[src/core/eipm_map.svh]
// Purpose: Named offsets, fields, reset values and timing counts of the interrupt and power block
// Assumes: 25 MHz pclk; APB word addresses on a 12-bit byte address
// Notes:   Included by the package and the design module
`ifndef EIPM_MAP_SVH
`define EIPM_MAP_SVH

// Register byte offsets
`define EIPM_OFF_SENSE      12'h000
`define EIPM_OFF_ROUTE      12'h004
`define EIPM_OFF_PWR        12'h008
`define EIPM_OFF_STATUS     12'h00c

// Reset values
`define EIPM_SENSE_RST      8'h00
`define EIPM_ROUTE_RST      8'h0c
`define EIPM_PINS_IDLE      15'h7fff

// Bus, counter, field and pin widths, and the count of sources
`define EIPM_ADDR_W         12
`define EIPM_DATA_W         32
`define EIPM_PIN_W          15
`define EIPM_NSRC           4
`define EIPM_FLD_W          2
`define EIPM_CNT_W          12
`define EIPM_DIV_W          5

// Sensitivity codes
`define EIPM_SENSE_LOW      2'h0
`define EIPM_SENSE_RISE     2'h1
`define EIPM_SENSE_FALL     2'h2
`define EIPM_SENSE_BOTH     2'h3

// Source numbers, route codes and pin indices in {port_b, port_a}
`define EIPM_SRC_ZERO       2'h0
`define EIPM_SRC_ONE        2'h1
`define EIPM_SRC_TWO        2'h2
`define EIPM_SRC_THREE      2'h3
`define EIPM_PA0_IDX        4'h0
`define EIPM_PA4_IDX        4'h4
`define EIPM_PB0_IDX        4'h8
`define EIPM_PB3_IDX        4'hb
`define EIPM_ROUTE_NONE     2'h3
`define EIPM_ROUTE_PB4      2'h1

// Power control register bits
`define EIPM_PWR_SLOW       0
`define EIPM_PWR_AWAKE      1
`define EIPM_PWR_AHALT      2

// Status register field positions
`define EIPM_STS_MODE_LSB   4
`define EIPM_STS_SLOW       7

// Opcode and timing
`define EIPM_HALT_OPCODE    8'h8e
`define EIPM_DIV_LAST       5'h1f
`define EIPM_START_SHORT    12'h0ff
`define EIPM_START_LONG     12'hfff
`define EIPM_CLK_NS         40
`define EIPM_PLL_START_NS   1000
`define EIPM_PLL_CYC        ((`EIPM_PLL_START_NS + `EIPM_CLK_NS - 1) / `EIPM_CLK_NS)

`endif

[src/core/eipm_pkg.sv]
// Purpose: Types shared by the interrupt front end and power mode control
// Assumes: Constants come from eipm_map.svh
// Notes:   All state of the design module is the one packed struct below
`include "eipm_map.svh"

package eipm_pkg;

    typedef enum logic [2:0] {
        EIPM_RUN,
        EIPM_WAIT,
        EIPM_HALT,
        EIPM_RESTART,
        EIPM_PLL_START
    } eipm_mode_e;

    typedef struct packed {
        logic                      psel;
        logic                      penable;
        logic                      pwrite;
        logic [`EIPM_ADDR_W-1:0]   paddr;
        logic [`EIPM_DATA_W-1:0]   pwdata;
    } eipm_apb_req_s;

    typedef struct packed {
        logic [`EIPM_DATA_W-1:0]   prdata;
        logic                      pready;
        logic                      pslverr;
    } eipm_apb_rsp_s;

    typedef struct packed {
        logic                      i_bit;
        logic                      instr_valid;
        logic [7:0]                opcode;
        logic                      wfi_exec;
        logic [`EIPM_NSRC-1:0]     irq_ack;
        logic                      other_irq;
        logic                      other_wake;
    } eipm_core_in_s;

    typedef struct packed {
        logic                      watchdog_active;
        logic                      watchdog_in_halt_option;
        logic                      pll_enable;
        logic                      long_startup;
    } eipm_opt_s;

    typedef struct packed {
        logic [`EIPM_NSRC-1:0]     irq_req;
        logic                      cc_push;
        logic                      i_set;
        logic                      i_clear;
        logic                      wdg_reset;
        logic                      cpu_clk_en;
        logic                      periph_clk_en;
        logic                      osc_on;
        logic                      pll_clk_ready;
        eipm_mode_e                mode;
    } eipm_core_out_s;

    typedef struct packed {
        logic [7:0]                sense;
        logic [7:0]                route;
        logic                      slow;
        logic                      auto_wake;
        logic                      active_halt;
        eipm_opt_s                 opt;
        eipm_mode_e                mode;
        logic [`EIPM_CNT_W-1:0]    cnt;
        logic [`EIPM_DIV_W-1:0]    div;
        logic [`EIPM_PIN_W-1:0]    sync1;
        logic [`EIPM_PIN_W-1:0]    sync2;
        logic [`EIPM_PIN_W-1:0]    prev;
        logic [`EIPM_NSRC-1:0]     pend;
        eipm_apb_rsp_s             apb;
        eipm_core_out_s            out;
    } eipm_state_s;

endpackage : eipm_pkg

[src/core/eipm_ctrl.sv]
// Purpose: External interrupt routing and sensing, plus RUN/SLOW/WAIT/HALT control, as an APB slave
// Assumes: pclk is the always-on clock; the core clock and peripheral clocks are gated by the enables
// Notes:   No wait state on any APB access; outputs all come from the state register
//
// The APB interface to the registers and the address map were chosen for this implementation.
`timescale 1ns/100ps
`include "eipm_map.svh"

module eipm_ctrl
    import eipm_pkg::*;
(
    // Clock and reset
    input  wire logic           pclk,
    input  wire logic           presetn,
    // APB slave
    input  wire eipm_apb_req_s  apb_i,
    output      eipm_apb_rsp_s  apb_o,
    // Processor core
    input  wire eipm_core_in_s  core_i,
    output      eipm_core_out_s core_o,
    // Option bits
    input  wire eipm_opt_s      opt_i,
    // Port pins carrying interrupt requests
    input  wire logic [7:0]     port_a,
    input  wire logic [6:0]     port_b
);

    eipm_state_s           s_q;
    eipm_state_s           s_d;

    logic [`EIPM_NSRC-1:0] evt_v;
    logic [`EIPM_NSRC-1:0] lvl_v;
    logic [`EIPM_NSRC-1:0] act_v;
    logic [`EIPM_NSRC-1:0] chg_v;
    logic                  halt_dec;
    logic                  wake_h;
    logic                  wake_w;

    function automatic logic [1:0] eipm_fld(input logic [7:0] v, input int n);
        return v[n*`EIPM_FLD_W +: `EIPM_FLD_W];
    endfunction : eipm_fld

    // Returns {valid, level}; an unrouted source reads as an idle high pin
    function automatic logic [1:0] eipm_pick(input logic [`EIPM_PIN_W-1:0] p,
                                             input logic [1:0]             src,
                                             input logic [1:0]             code);
        logic [3:0] idx;
        logic       ok;
        idx = `EIPM_PA0_IDX;
        ok  = 1'b1;
        if (src == `EIPM_SRC_ZERO)
        begin
            idx = 4'(`EIPM_PA0_IDX + {2'h0, code});
        end
        else if (src == `EIPM_SRC_ONE)
        begin
            idx = 4'(`EIPM_PA4_IDX + {2'h0, code});
        end
        else if (src == `EIPM_SRC_TWO)
        begin
            idx = 4'(`EIPM_PB3_IDX + {2'h0, code});
        end
        else
        begin
            idx = 4'(`EIPM_PB0_IDX + {2'h0, code});
            ok  = (code != `EIPM_ROUTE_NONE);
        end
        return {ok, ok ? p[idx] : 1'b1};
    endfunction : eipm_pick

    always_comb
    begin
        logic [1:0]             cur;
        logic [1:0]             old;
        logic [1:0]             sens;
        logic                   rise;
        logic                   fall;
        logic                   ev;
        logic                   setup;
        logic                   access;
        logic                   wr;
        logic                   tick;
        logic [`EIPM_NSRC-1:0]  clr;
        logic [`EIPM_DATA_W-1:0] rdata;
        logic                   err;
        cur      = 2'h0;
        old      = 2'h0;
        sens     = 2'h0;
        rise     = 1'b0;
        fall     = 1'b0;
        ev       = 1'b0;
        clr      = '0;
        rdata    = '0;
        err      = 1'b0;
        setup    = 1'b0;
        access   = 1'b0;
        wr       = 1'b0;
        tick     = 1'b0;
        evt_v    = '0;
        lvl_v    = '0;
        chg_v    = '0;
        s_d      = s_q;

        // Pins pass two flops before anything looks at them
        s_d.sync1 = {port_b, port_a};
        s_d.sync2 = s_q.sync1;
        s_d.prev  = s_q.sync2;
        s_d.opt   = opt_i;

        setup  = apb_i.psel && !apb_i.penable;
        access = apb_i.psel && apb_i.penable && s_q.apb.pready;
        wr     = access && apb_i.pwrite && !s_q.apb.pslverr;

        // Per-source routing, sensing and change detection
        for (int n = 0; n < `EIPM_NSRC; n++)
        begin
            cur  = eipm_pick(s_q.sync2, 2'(n), eipm_fld(s_q.route, n));
            old  = eipm_pick(s_q.prev, 2'(n), eipm_fld(s_q.route, n));
            rise = cur[0] && !old[0];
            fall = !cur[0] && old[0];
            sens = eipm_fld(s_q.sense, n);
            case (sens)
                `EIPM_SENSE_LOW:  ev = fall;
                `EIPM_SENSE_RISE: ev = rise;
                `EIPM_SENSE_FALL: ev = fall;
                default:          ev = rise || fall;
            endcase
            lvl_v[n] = (sens == `EIPM_SENSE_LOW) && cur[1] && !cur[0];
            if (2'(n) == `EIPM_SRC_TWO && s_q.mode == EIPM_HALT &&
                eipm_fld(s_q.route, n) == `EIPM_ROUTE_PB4)
            begin
                ev       = 1'b0;
                lvl_v[n] = 1'b0;
            end
            evt_v[n] = ev && cur[1];
            chg_v[n] = wr && core_i.i_bit && apb_i.paddr == `EIPM_OFF_SENSE &&
                       eipm_fld(apb_i.pwdata[7:0], n) != sens;
        end

        // Service entry or a sensitivity change clears; a new event wins
        clr    = core_i.irq_ack | chg_v;
        s_d.pend = (s_q.pend & ~clr) | evt_v;
        act_v  = s_d.pend | lvl_v;

        // APB read decode in the setup cycle; answer in the first access cycle
        s_d.apb.pready = setup;
        if (setup)
        begin
            if (apb_i.paddr == `EIPM_OFF_SENSE)
            begin
                rdata = 32'(s_q.sense);
            end
            else if (apb_i.paddr == `EIPM_OFF_ROUTE)
            begin
                rdata = 32'(s_q.route);
            end
            else if (apb_i.paddr == `EIPM_OFF_PWR)
            begin
                rdata[`EIPM_PWR_SLOW]  = s_q.slow;
                rdata[`EIPM_PWR_AWAKE] = s_q.auto_wake;
                rdata[`EIPM_PWR_AHALT] = s_q.active_halt;
            end
            else if (apb_i.paddr == `EIPM_OFF_STATUS)
            begin
                rdata[`EIPM_NSRC-1:0] = act_v;
                rdata[`EIPM_STS_MODE_LSB +: 3] = s_q.mode;
                rdata[`EIPM_STS_SLOW] = s_q.slow;
            end
            else
            begin
                err = 1'b1;
            end
            s_d.apb.prdata  = rdata;
            s_d.apb.pslverr = err;
        end

        // APB writes take effect at the access edge only
        if (wr)
        begin
            if (apb_i.paddr == `EIPM_OFF_SENSE)
            begin
                if (core_i.i_bit)
                begin
                    s_d.sense = apb_i.pwdata[7:0];
                end
            end
            else if (apb_i.paddr == `EIPM_OFF_ROUTE)
            begin
                s_d.route = apb_i.pwdata[7:0];
            end
            else if (apb_i.paddr == `EIPM_OFF_PWR)
            begin
                s_d.slow        = apb_i.pwdata[`EIPM_PWR_SLOW];
                s_d.auto_wake   = apb_i.pwdata[`EIPM_PWR_AWAKE];
                s_d.active_halt = apb_i.pwdata[`EIPM_PWR_AHALT];
            end
        end

        // Power mode sequencing
        halt_dec = core_i.instr_valid && core_i.opcode == `EIPM_HALT_OPCODE;
        wake_h   = (|act_v) || core_i.other_wake;
        wake_w   = (|act_v) || core_i.other_irq;
        s_d.out.i_clear   = 1'b0;
        s_d.out.wdg_reset = 1'b0;
        case (s_q.mode)
            EIPM_RUN:
            begin
                if (halt_dec)
                begin
                    // Active halt and auto wake belong to other logic; here HALT is a no-op
                    if (!s_q.active_halt && !s_q.auto_wake)
                    begin
                        if (s_q.opt.watchdog_active && !s_q.opt.watchdog_in_halt_option)
                        begin
                            s_d.out.wdg_reset = 1'b1;
                        end
                        else
                        begin
                            s_d.mode        = EIPM_HALT;
                            s_d.out.i_clear = 1'b1;
                        end
                    end
                end
                else if (core_i.wfi_exec)
                begin
                    s_d.mode        = EIPM_WAIT;
                    s_d.out.i_clear = 1'b1;
                end
            end
            EIPM_WAIT:
            begin
                if (wake_w)
                begin
                    s_d.mode = EIPM_RUN;
                end
            end
            EIPM_HALT:
            begin
                if (wake_h)
                begin
                    s_d.mode = EIPM_RESTART;
                    s_d.cnt  = s_q.opt.long_startup ? `EIPM_START_LONG : `EIPM_START_SHORT;
                end
            end
            EIPM_RESTART:
            begin
                s_d.cnt = `EIPM_CNT_W'(s_q.cnt - 1'b1);
                if (s_q.cnt == '0)
                begin
                    if (s_q.opt.pll_enable)
                    begin
                        s_d.mode = EIPM_PLL_START;
                        s_d.cnt  = `EIPM_CNT_W'(`EIPM_PLL_CYC - 1);
                    end
                    else
                    begin
                        s_d.mode = EIPM_RUN;
                    end
                end
            end
            default:
            begin
                s_d.cnt = `EIPM_CNT_W'(s_q.cnt - 1'b1);
                if (s_q.cnt == '0)
                begin
                    s_d.mode = EIPM_RUN;
                end
            end
        endcase

        // Clock divider is held in HALT so SLOW restarts cleanly after wake-up
        s_d.div = (s_d.mode == EIPM_HALT) ? '0 : `EIPM_DIV_W'(s_q.div + 1'b1);
        tick    = !s_d.slow || s_d.div == `EIPM_DIV_LAST;

        s_d.out.mode          = s_d.mode;
        s_d.out.osc_on        = s_d.mode != EIPM_HALT;
        s_d.out.cpu_clk_en    = s_d.mode == EIPM_RUN && tick;
        s_d.out.periph_clk_en = (s_d.mode == EIPM_RUN || s_d.mode == EIPM_WAIT) && tick;
        s_d.out.pll_clk_ready = s_q.opt.pll_enable &&
                                (s_d.mode == EIPM_RUN || s_d.mode == EIPM_WAIT);
        // Requests reach the core only once it runs again and is unmasked
        s_d.out.irq_req = (s_d.mode == EIPM_RUN && !core_i.i_bit) ? act_v : '0;
        s_d.out.cc_push = |core_i.irq_ack;
        s_d.out.i_set   = |core_i.irq_ack;
    end

    always_ff @(posedge pclk or negedge presetn)
    begin
        if (!presetn)
        begin
            s_q       <= '0;
            s_q.sense <= `EIPM_SENSE_RST;
            s_q.route <= `EIPM_ROUTE_RST;
            s_q.sync1 <= `EIPM_PINS_IDLE;
            s_q.sync2 <= `EIPM_PINS_IDLE;
            s_q.prev  <= `EIPM_PINS_IDLE;
            s_q.mode  <= EIPM_RUN;
            s_q.out.mode   <= EIPM_RUN;
            s_q.out.osc_on <= 1'b1;
        end
        else
        begin
            s_q <= s_d;
        end
    end

    assign apb_o  = s_q.apb;
    assign core_o = s_q.out;
endmodule : eipm_ctrl

[config.mk]
export PLATFORM = sky130hd
export DESIGN_NAME = eipm_ctrl
export DESIGN_NICKNAME = d
export VERILOG_FILES = /design/src/core/eipm_pkg.sv /design/src/core/eipm_ctrl.sv
export VERILOG_INCLUDE_DIRS = /design/src /design/src/core
export SDC_FILE = /design/constraint.sdc
export NUM_CORES = 1
export LEC_CHECK = 0
export BUFFER_PORTS_ARGS = -buffer_cell sky130_fd_sc_hd__buf_2
export CAP_MARGIN = 15
export CORE_UTILIZATION = 54
export DETAILED_ROUTE_END_ITERATION = 6
export GPL_TIMING_DRIVEN = 0
export PLACE_DENSITY = 0.89
export SYNTH_ARGS = -nofsm -noshare
export SYNTH_HDL_FRONTEND = slang
export SYNTH_SLANG_ARGS = --single-unit
[constraint.sdc]
create_clock -name pclk -period 4 [get_ports pclk]
set_input_delay 0.4 -clock pclk [delete_from_list [all_inputs] [get_ports pclk]]
set_output_delay 0.4 -clock pclk [all_outputs]
set_load 0.01 [all_outputs]
**After elaboration in Yosys (flattened, before gate mapping)**

Index checks and enable logic that the tools add are counted.

- Latch bits: 0
- Register bits: 137
- Memory bits (read-only): 0
- RAM bits: 0
- Input port bits: 85
- Memories kept: 0

- Muxes and demuxes: 59
- $add $sub $neg: 5
- Bitwise logic cells: 8
- Equal/unequal tests: 26
- Reduce and logical (&&, ||, !) cells: 75
- Shift-type cells: 0
- Div/mod/pow operators: 0
- Multiply operators: 0
- $lt $le $gt $ge: 4

Operator list:

| kind | count |
|---|---|
| $mux 3 | 12 |
| $pmux 12 s3 | 1 |
| $logic_and 1x1->1 | 33 |
| $mux 15 | 2 |
| $bmux 1 s4 | 6 |
| $eq 12x4->1 const B | 2 |
| $logic_not 12->1 | 2 |
| $mux 12 | 2 |
| $mux 8 | 3 |
| $mux 1 | 21 |
| $logic_not 1->1 | 15 |
| $lt 4x5->1 const B | 3 |
| $eq 12x3->1 const B | 1 |
| $or 4x4->4 | 3 |
| $pmux 3 s4 | 1 |
| $sub 12x1->12 const B | 1 |
| $eq 2x1->1 const B | 5 |
| $mux 5 | 2 |
| $reduce_or 2->1 | 5 |
| $eq 3x2->1 const B | 3 |
| $add 4x2->4 const A | 2 |
| $eq 2x2->1 const B | 4 |
| $eq 8x8->1 const B | 1 |
| $logic_not 2->1 | 4 |
| other kinds (21) | 43 |

**Longest topological paths before layout**

Gate-level depths: netlist (run 1).

- Word-level depth: 21
- Depth in mapped cells: 17
- Mapped depth without buffers: 16

**Worst setup path after synthesis (run 1)**

No wires, ideal clock.

- Kind: reg2reg
- Start point: register s_q[129] (netlist bit)
- End point: register s_q[105] (netlist bit)
- Stages on the path, launching flop included: 16
- Buffers on the path: 2
- Data arrival time: 3.422 ns
- Slack: 0.449 ns
- Data required time: 3.871 ns
- Cell sequence: dfrtp_1 inv_1 ha_1 buf_6 mux2_4 mux4_2 inv_1 ha_1 inv_1 mux2i_1 a221o_1 o211a_2 and4_4 buf_6 a21o_4 a2111o_1

- Cells in the longest elaborated chain, start to end: 14

RTL lines:

| element | line | text |
|---|---|---|
| start: declaration | eipm_ctrl.sv:28 | `eipm_state_s s_q;` |
| $add 4x2->4 (no source line) | n/a |  |
| $bmux 1 s4 | eipm_ctrl.sv:68 | `return {ok, ok ? p[idx] : 1'b1};` |
| $mux 1 (not written as such) | eipm_ctrl.sv:68 |  |
| $logic_not 1->1, on equally long branches | eipm_ctrl.sv:119, eipm_ctrl.sv:120, eipm_ctrl.sv:128 |  |
| $logic_and 1x1->1, on equally long branches | eipm_ctrl.sv:119, eipm_ctrl.sv:120 |  |
| $logic_or 1x1->1 | eipm_ctrl.sv:126 | `default: ev = rise \|\| fall;` |
| $pmux 1 s2 | eipm_ctrl.sv:122 | `case (sens)` |
| $mux 1 | eipm_ctrl.sv:129 | `` if (2'(n) == `EIPM_SRC_TWO && s_q.mode == EIPM_HALT && `` |
| $or 4x4->4 | eipm_ctrl.sv:142 | `s_d.pend = (s_q.pend & ~clr) \| evt_v;` |
| $or 4x4->4 * | eipm_ctrl.sv:143 | `act_v = s_d.pend \| lvl_v;` |
| $reduce_or 4->1 * | eipm_ctrl.sv:201 | `wake_h = (\|act_v) \|\| core_i.other_wake;` |
| $logic_or 1x1->1 * | eipm_ctrl.sv:201 |  |
| $ne 2x2->1 (no source line) * | n/a |  |
| $reduce_and 2->1 (no source line) * | n/a |  |

Mark *: on every way between the ends. The rest lies on a longest branch, timed or not. The select of a mux whose other input is x is not followed.
A chain may end at the register's enable or synchronous reset.

**Worst setup path after layout (run 1)**

Same ends and word-level chain as after synthesis.

==> results of run 1 <==
==> registers in the layout (all words and copies together) (netlist names) <==
signal,flops
s_q,59
apb_o,10
core_o,14
s_d,30
==> cell type report <==
cell class / instances / area [µm²] / area share, %
tap: 133 / 166 / 2.35
clock buffer: 17 / 414 / 5.85
sequential: 113 / 2890 / 40.8
clock inverter: 15 / 170 / 2.40
timing repair buffer: 106 / 656 / 9.25
buffer: 64 / 439 / 6.20
inverter: 24 / 90.1 / 1.27
multi-input combinational: 312 / 2260 / 31.9
==> cells by family after synthesis <==
family	count (synthesis)	share of synthesized area, %
simple gates	136	12.8
flops	113	51.7
buf+inv	88	9.47
compound gates	86	11.0
mux	43	10.5
fa+ha+maj	12	2.69
xor+xnor	11	1.72
other cells	1	0.0671
==> cells in the mapped netlist, types with 10 or more instances <==
cell type and number:
dfstp_2 48, clkbuf_1 12, inv_1 24, buf_4 49, nor2_1 28, mux2_2 23
a21oi_1 10, nand2b_1 12, nand2_1 32, ha_1 12, a31oi_1 10, dfrtp_1 65
o21ai_0 15, nand3_1 15
==> layer usage <==
metal / part of all wire (%) / routed length [µm] / global-route usage, % / up-vias
met5: 0 / 0 / 0 / -
met4: 3.7 / 473 / 12.8 / 0
met3: 7.8 / 980 / 7.49 / 38
met2: 49 / 6150 / 40.5 / 203
met1: 40 / 5020 / 31.2 / 2042
li1: - / - / - / 1976
==> worst max-delay path, cell delays in order (launching register included) <==
cell	delay, ns
dfrtp_2	0.44
inv_1	0.10
ha_1	0.31
buf_6	0.15
mux2_1	0.31
mux4_2	0.50
inv_1	0.09
ha_1	0.24
inv_1	0.06
mux2i_1	0.06
a221o_1	0.34
o211a_2	0.19
and4_4	0.17
buf_6	0.14
a21o_4	0.24
a2111o_1	0.42
==> worst max path at each step <==
stage                         from       end  slack [ns]
after floorplan           s_q[129]  s_q[105]        0.45
after global placement    s_q[129]  s_q[105]        0.24
after detailed placement  s_q[129]  s_q[105]        0.13
after CTS                 s_q[129]  s_q[105]        0.06
after global routing      s_q[129]  s_q[105]        0.02
final                     s_q[129]  s_q[105]        0.12
==> metrics by stage <==
| stage | power, mW | area (µm²) |
|---|---|---|
| CTS | 3.49 | 7070 |
| global placement | 1.93 | 6260 |
| detailed placement | 1.98 | 6290 |
| global route | 3.64 | 7080 |
| floorplan | 1.80 | 5670 |
| finish | 3.48 | 7080 |
==> where the power goes <==
group | internal [mW] | switching, mW
Clock | 0.905 | 0.577
Sequential | 1.29 | 0.114
Combinational | 0.278 | 0.315
Total | 2.47 | 1.01
==> what timing repair did <==
action                                  in CTS  in global routing
hold endpoints to repair                    36                  0
endpoints found under the setup margin       0                  5
gates resized for setup                      0                  2
hold buffers                                20                  0
==> qor.yml, run 1 <==
run_status:
  status: "finished, final reports clean"
sta:
  fin_crit_sh_pct: 96.9
  hold_viol_final: 0
  final_max_slew_viol_count: 0
  tns_ns: 0
  relSlewSlack_pct: 44.0
  setup_viol: 0
  setup_ws_ns: 0.124
  rsz0062_at_grt: "no"
  fin_crit_ns: 3.88
  fmax_mhz: 258
  tightest_slew_ns: 0.836
  clock_skew_ns: 0.00754
  holdWs_ns: 0.0722
synth:
  yosysTopAreaCellShare_pct: 29.1
  syn_area_um2: 5590
  synth_edf_count: 0
  synth_seq_area_share_pct: 51.7
  ys_types: 66
  yosysTopAreaCell: "dfrtp_1"
  ys_seq_elements: 113
  avgSynthCellArea_um2: 11.4
  yosysWarnings: 0
  synth_ff_type: "dfrtp_1"
  synthArstFlopShare_pct: 100
  synth.area.top_cells: "dfrtp_1 29%, dfstp_2 23%, buf_4 6.6%"
  synthCells: 490
layout:
  filler_cell_count: 690
  post-route-util_pct: 71.5
  area_delta_synth_final_pct: 26.8
  fin_nets: 735
  layout_common_cells: "83 x buf_2, 64 x dfrtp_1, 50 x buf_4"
  drive_above_1_share_pct: 40.6
  final_common_cell: "buf_2"
  final_cells: 784
  diodes: 0
power:
  powerDensity_nw_per_um2: 491
  ir_drop_v: 0.000378
  leakage_nw: 3.35
drt:
  drt_iter0_drc: 407
  wl_per_cell_um: 16.1
  dr_total_vias: 4259
  routed_wl_um: 12600
  vias_per_cell: 5.43
  drc: 0
  first_pass_iters: 5
  ant_nets: 0
cts:
  ctsRootBufferMaster: "clkbuf_8"
  cts.sinks: 113
  cts_made_buffers: 17
  post_cts_buffers: 0
  clkLatencyLatePin_ns: 0.53
  cts_tree: "built"
  clk_pin_slew_ns: 0.06
  cts_buffer_depth: 2
  htreeDepth: 4
worst_hold_path:
  holdPathStages: 2
  hold_class: "primary input to register"
  min_from: "core_i[5]"
  min_to: "core_o[9]"
grt:
  grt_overflow_total: 0
  grtUsageTotal_pct: 25.3
  grt_pass1_wl_um: 21000
  antenna_found_initial: 0
  grt_pass1_vias: 4323
  grt_max_degree: 58
floorplanning:
  fp.dieArea_um2: 10800
  die_y_um: 104
  design.core.area_um2: 9910
  start_util_pct: 56.4
  die_w_um: 104
  num_rows: 36
  pin_count: 134
setup_path:
  crit_required_ns: 4.40
  critPathKind: "register to register"
  rr_worst_depth: 15
  cp-end-kind: "register"
  cp_max_fo: 10
  ff2ff_setup_slack_ns: 0.12
  worstPathArrival_ns: 4.28
  cp-start-kind: "register"
  rr_endpoint: "s_q[105]"
  r2r_start: "s_q[129]"
placed_design:
  dpl.cell_count: 731
  dp_slack_ns: 0.128
  port_buffers: 84
  dp_hpwl_um: 8780
  place.gp.congestion: 0.953
flow_run:
  drv_cap: 0
Power figures use the tool's default switching activity.
==> run 2, diff against run 1 <==
Settings changed: PLACE_DENSITY 0.89 to 0.8.
==> run 2 against run 1 <==
  * Fmax increased by 1.2%
  * Clock power decreased by 6%
  * Sequential share of layout area increased by 0.12 points
  * Critical endpoint unchanged
==> qor.yml, run 2 (same netlist as run 1, synthesis figures left out) <==
sta:
  rsz0062_at_grt: "no"
  clock_skew_ns: 0.00944  # +0.00191 ns
  fin_crit_ns: 3.83  # -0.0456 ns
  setup_viol: 0  # unchanged
  fmax_mhz: 261  # +1.2%
  tightest_slew_ns: 1.13  # +0.290 ns
  fin_crit_sh_pct: 95.7  # -1.1 points
  setup_ws_ns: 0.170  # +0.0456 ns
  final_max_slew_viol_count: 0  # unchanged
  tns_ns: 0  # unchanged
  relSlewSlack_pct: 24.7  # -19 points
  hold_viol_final: 0  # unchanged
grt:
  grt_max_degree: 63  # +8.6%
  antenna_found_initial: 1  # +1
  grt_pass1_vias: 4200  # -2.8%
  grt_pass1_wl_um: 20400  # -2.8%
  grtUsageTotal_pct: 24.2  # -1.1 points
  grt_overflow_total: 0  # unchanged
setup_path:
  worstPathArrival_ns: 4.22  # -0.06 ns
  cp-start-kind: "register"
  critPathKind: "register to register"
  crit_required_ns: 4.39  # about the same
  rr_worst_depth: 15  # unchanged
  cp_max_fo: 10  # unchanged
  cp-end-kind: "register"
  ff2ff_setup_slack_ns: 0.17  # +0.05 ns
power:
  leakage_nw: 3.34  # -0.30%
  clkPwrFrac_pct: 41.0  # -1.6 points
  switchingPower_mw: 0.934  # -7.1%
  p_int_mw: 2.45  # -0.75%
  powerDensity_nw_per_um2: 480  # -2.3%
  pwr-share-comb_pct: 17.6  # +0.5 points
  p_sw_share_pct: 27.6  # -1.3 points
  ir_drop_v: 0.000338  # -11%
  pwr-share-seq_pct: 41.3  # +1.0 points
  power_mw: 3.39  # -2.6%
cts:
  ctsRootBufferMaster: "clkbuf_8"
  clkLatencyLatePin_ns: 0.51  # -0.02 ns
  cts_buffer_depth: 2  # unchanged
  clk_pin_slew_ns: 0.05  # about the same
  cts.sinks: 113  # unchanged
  post_cts_buffers: 0  # unchanged
  cts_tree: "built"
  cts_made_buffers: 17  # unchanged
  htreeDepth: 4  # unchanged
drt:
  drt_iter0_drc: 292  # -28%
  ant_nets: 0  # unchanged
  wl_per_cell_um: 15.4  # -4.1%
  first_pass_iters: 6  # +1
  vias_per_cell: 5.34  # -1.6%
  routed_wl_um: 12100  # -4.1%
  drc: 0  # unchanged
  dr_total_vias: 4189  # -1.6%
worst_hold_path:
  hold_class: "primary input to register"
  holdPathStages: 2  # unchanged
layout:
  regMostFlops: "s_q"
  area_delta_synth_final_pct: 26.4
  final_common_cell: "buf_2"
  post-route-util_pct: 71.3  # -0.21 points
  fin_nets: 734  # -0.14%
  final_area_um2: 7060  # -0.30%
  drive_above_1_share_pct: 40.0  # -0.55 points
  filler_cell_count: 697  # +1.0%
  layout_common_cells: "83 x buf_2, 64 x dfrtp_1, 50 x buf_4"
  largest_reg_flops: 59  # unchanged
run_status:
  status: "finished, final reports clean"
placed_design:
  dp_hpwl_um: 8520  # -3.0%
  dp_slack_ns: 0.161  # +0.0327 ns
  place.gp.congestion: 0.903  # -5.2%
  port_buffers: 84  # unchanged
  post_dp_cell_area_um2: 6290  # unchanged
floorplanning:
  fp.dieArea_um2: 10800  # unchanged
  die_y_um: 104  # unchanged
  start_util_pct: 56.4  # unchanged
  num_rows: 36  # unchanged
  design.core.area_um2: 9910  # unchanged
  pin_count: 134  # unchanged
  die_w_um: 104  # unchanged
flow_run:
  drv_cap: 0  # unchanged
[run 2: cell count changes in the layout (fill, tap and decap cells not counted), sizes merged]
| cell | previous run | this run |
|---|---|---|
| inv | 34 | 25 |
| clkinv | 2 | 6 |
| bufinv | 2 | 0 |
| clkinvlp | 1 | 0 |
| diode | 0 | 1 |
| clkbuf | 30 | 37 |
[run 2: path summary, 6_finish.rpt]
kind                           start        end
max                         s_q[129]   s_q[105]
min                        core_i[5]  core_o[9]
max reg2reg                 s_q[129]   s_q[105]
min reg2reg                  s_d[79]    s_d[64]
max in group asynchronous    presetn    s_q[67]
min in group asynchronous    presetn   s_q[131]
[run 2: power groups by stage]
stage                     Combinational, mW  Sequential, mW  Clock, mW
final                                 0.598            1.40       1.39
after global routing                  0.668            1.42       1.46
after CTS                             0.590            1.40       1.40
after detailed placement              0.564            1.41          0
after global placement                0.529            1.40          0
after floorplan                       0.415            1.38          0
[run 2: area by class of cell]
cell class	instances	area, µm²	area share (%)
clock buffers	25	518	7.33
inverters	24	90.1	1.28
plain buffers	64	439	6.22
clock inverters	7	43.8	0.620
diodes	1	2.50	0.0354
multi-input cells	312	2260	32.0
flip-flops and latches	113	2890	40.9
repair buffers	105	651	9.21
well taps	133	166	2.36
[run 2: critical path, cell delays in order, from the launching register on]
cell      delay [ns]
dfrtp_2         0.43
inv_1           0.10
ha_1            0.31
buf_6           0.15
mux2_1          0.31
mux4_2          0.49
inv_1           0.09
ha_1            0.24
inv_1           0.06
mux2i_1         0.06
a221o_1         0.33
o211a_2         0.17
and4_4          0.16
buf_6           0.14
a21o_4          0.24
a2111o_1        0.42
[run 2: through the flow]
step | hold WS (ns) | cells
finish | 0.0908 | 784
global route | 0.103 | 784
CTS | 0.0798 | 783
detailed placement | 0.347 | 731
global placement | 0.346 | 730
floorplan | 0.104 | 513
[run 2: what timing repair did]
action,4_1_cts,5_1_grt
hold buffers,20,0
resized for setup,0,3
setup endpoints to repair,0,4
endpoints found under the hold margin,36,0
[run 2: layer usage]
metal  global-route usage [%]  wire, µm
met2                     38.2      5820
met5                        0         0
met4                     11.8       381
met3                     5.60       760
met1                     31.6      5130
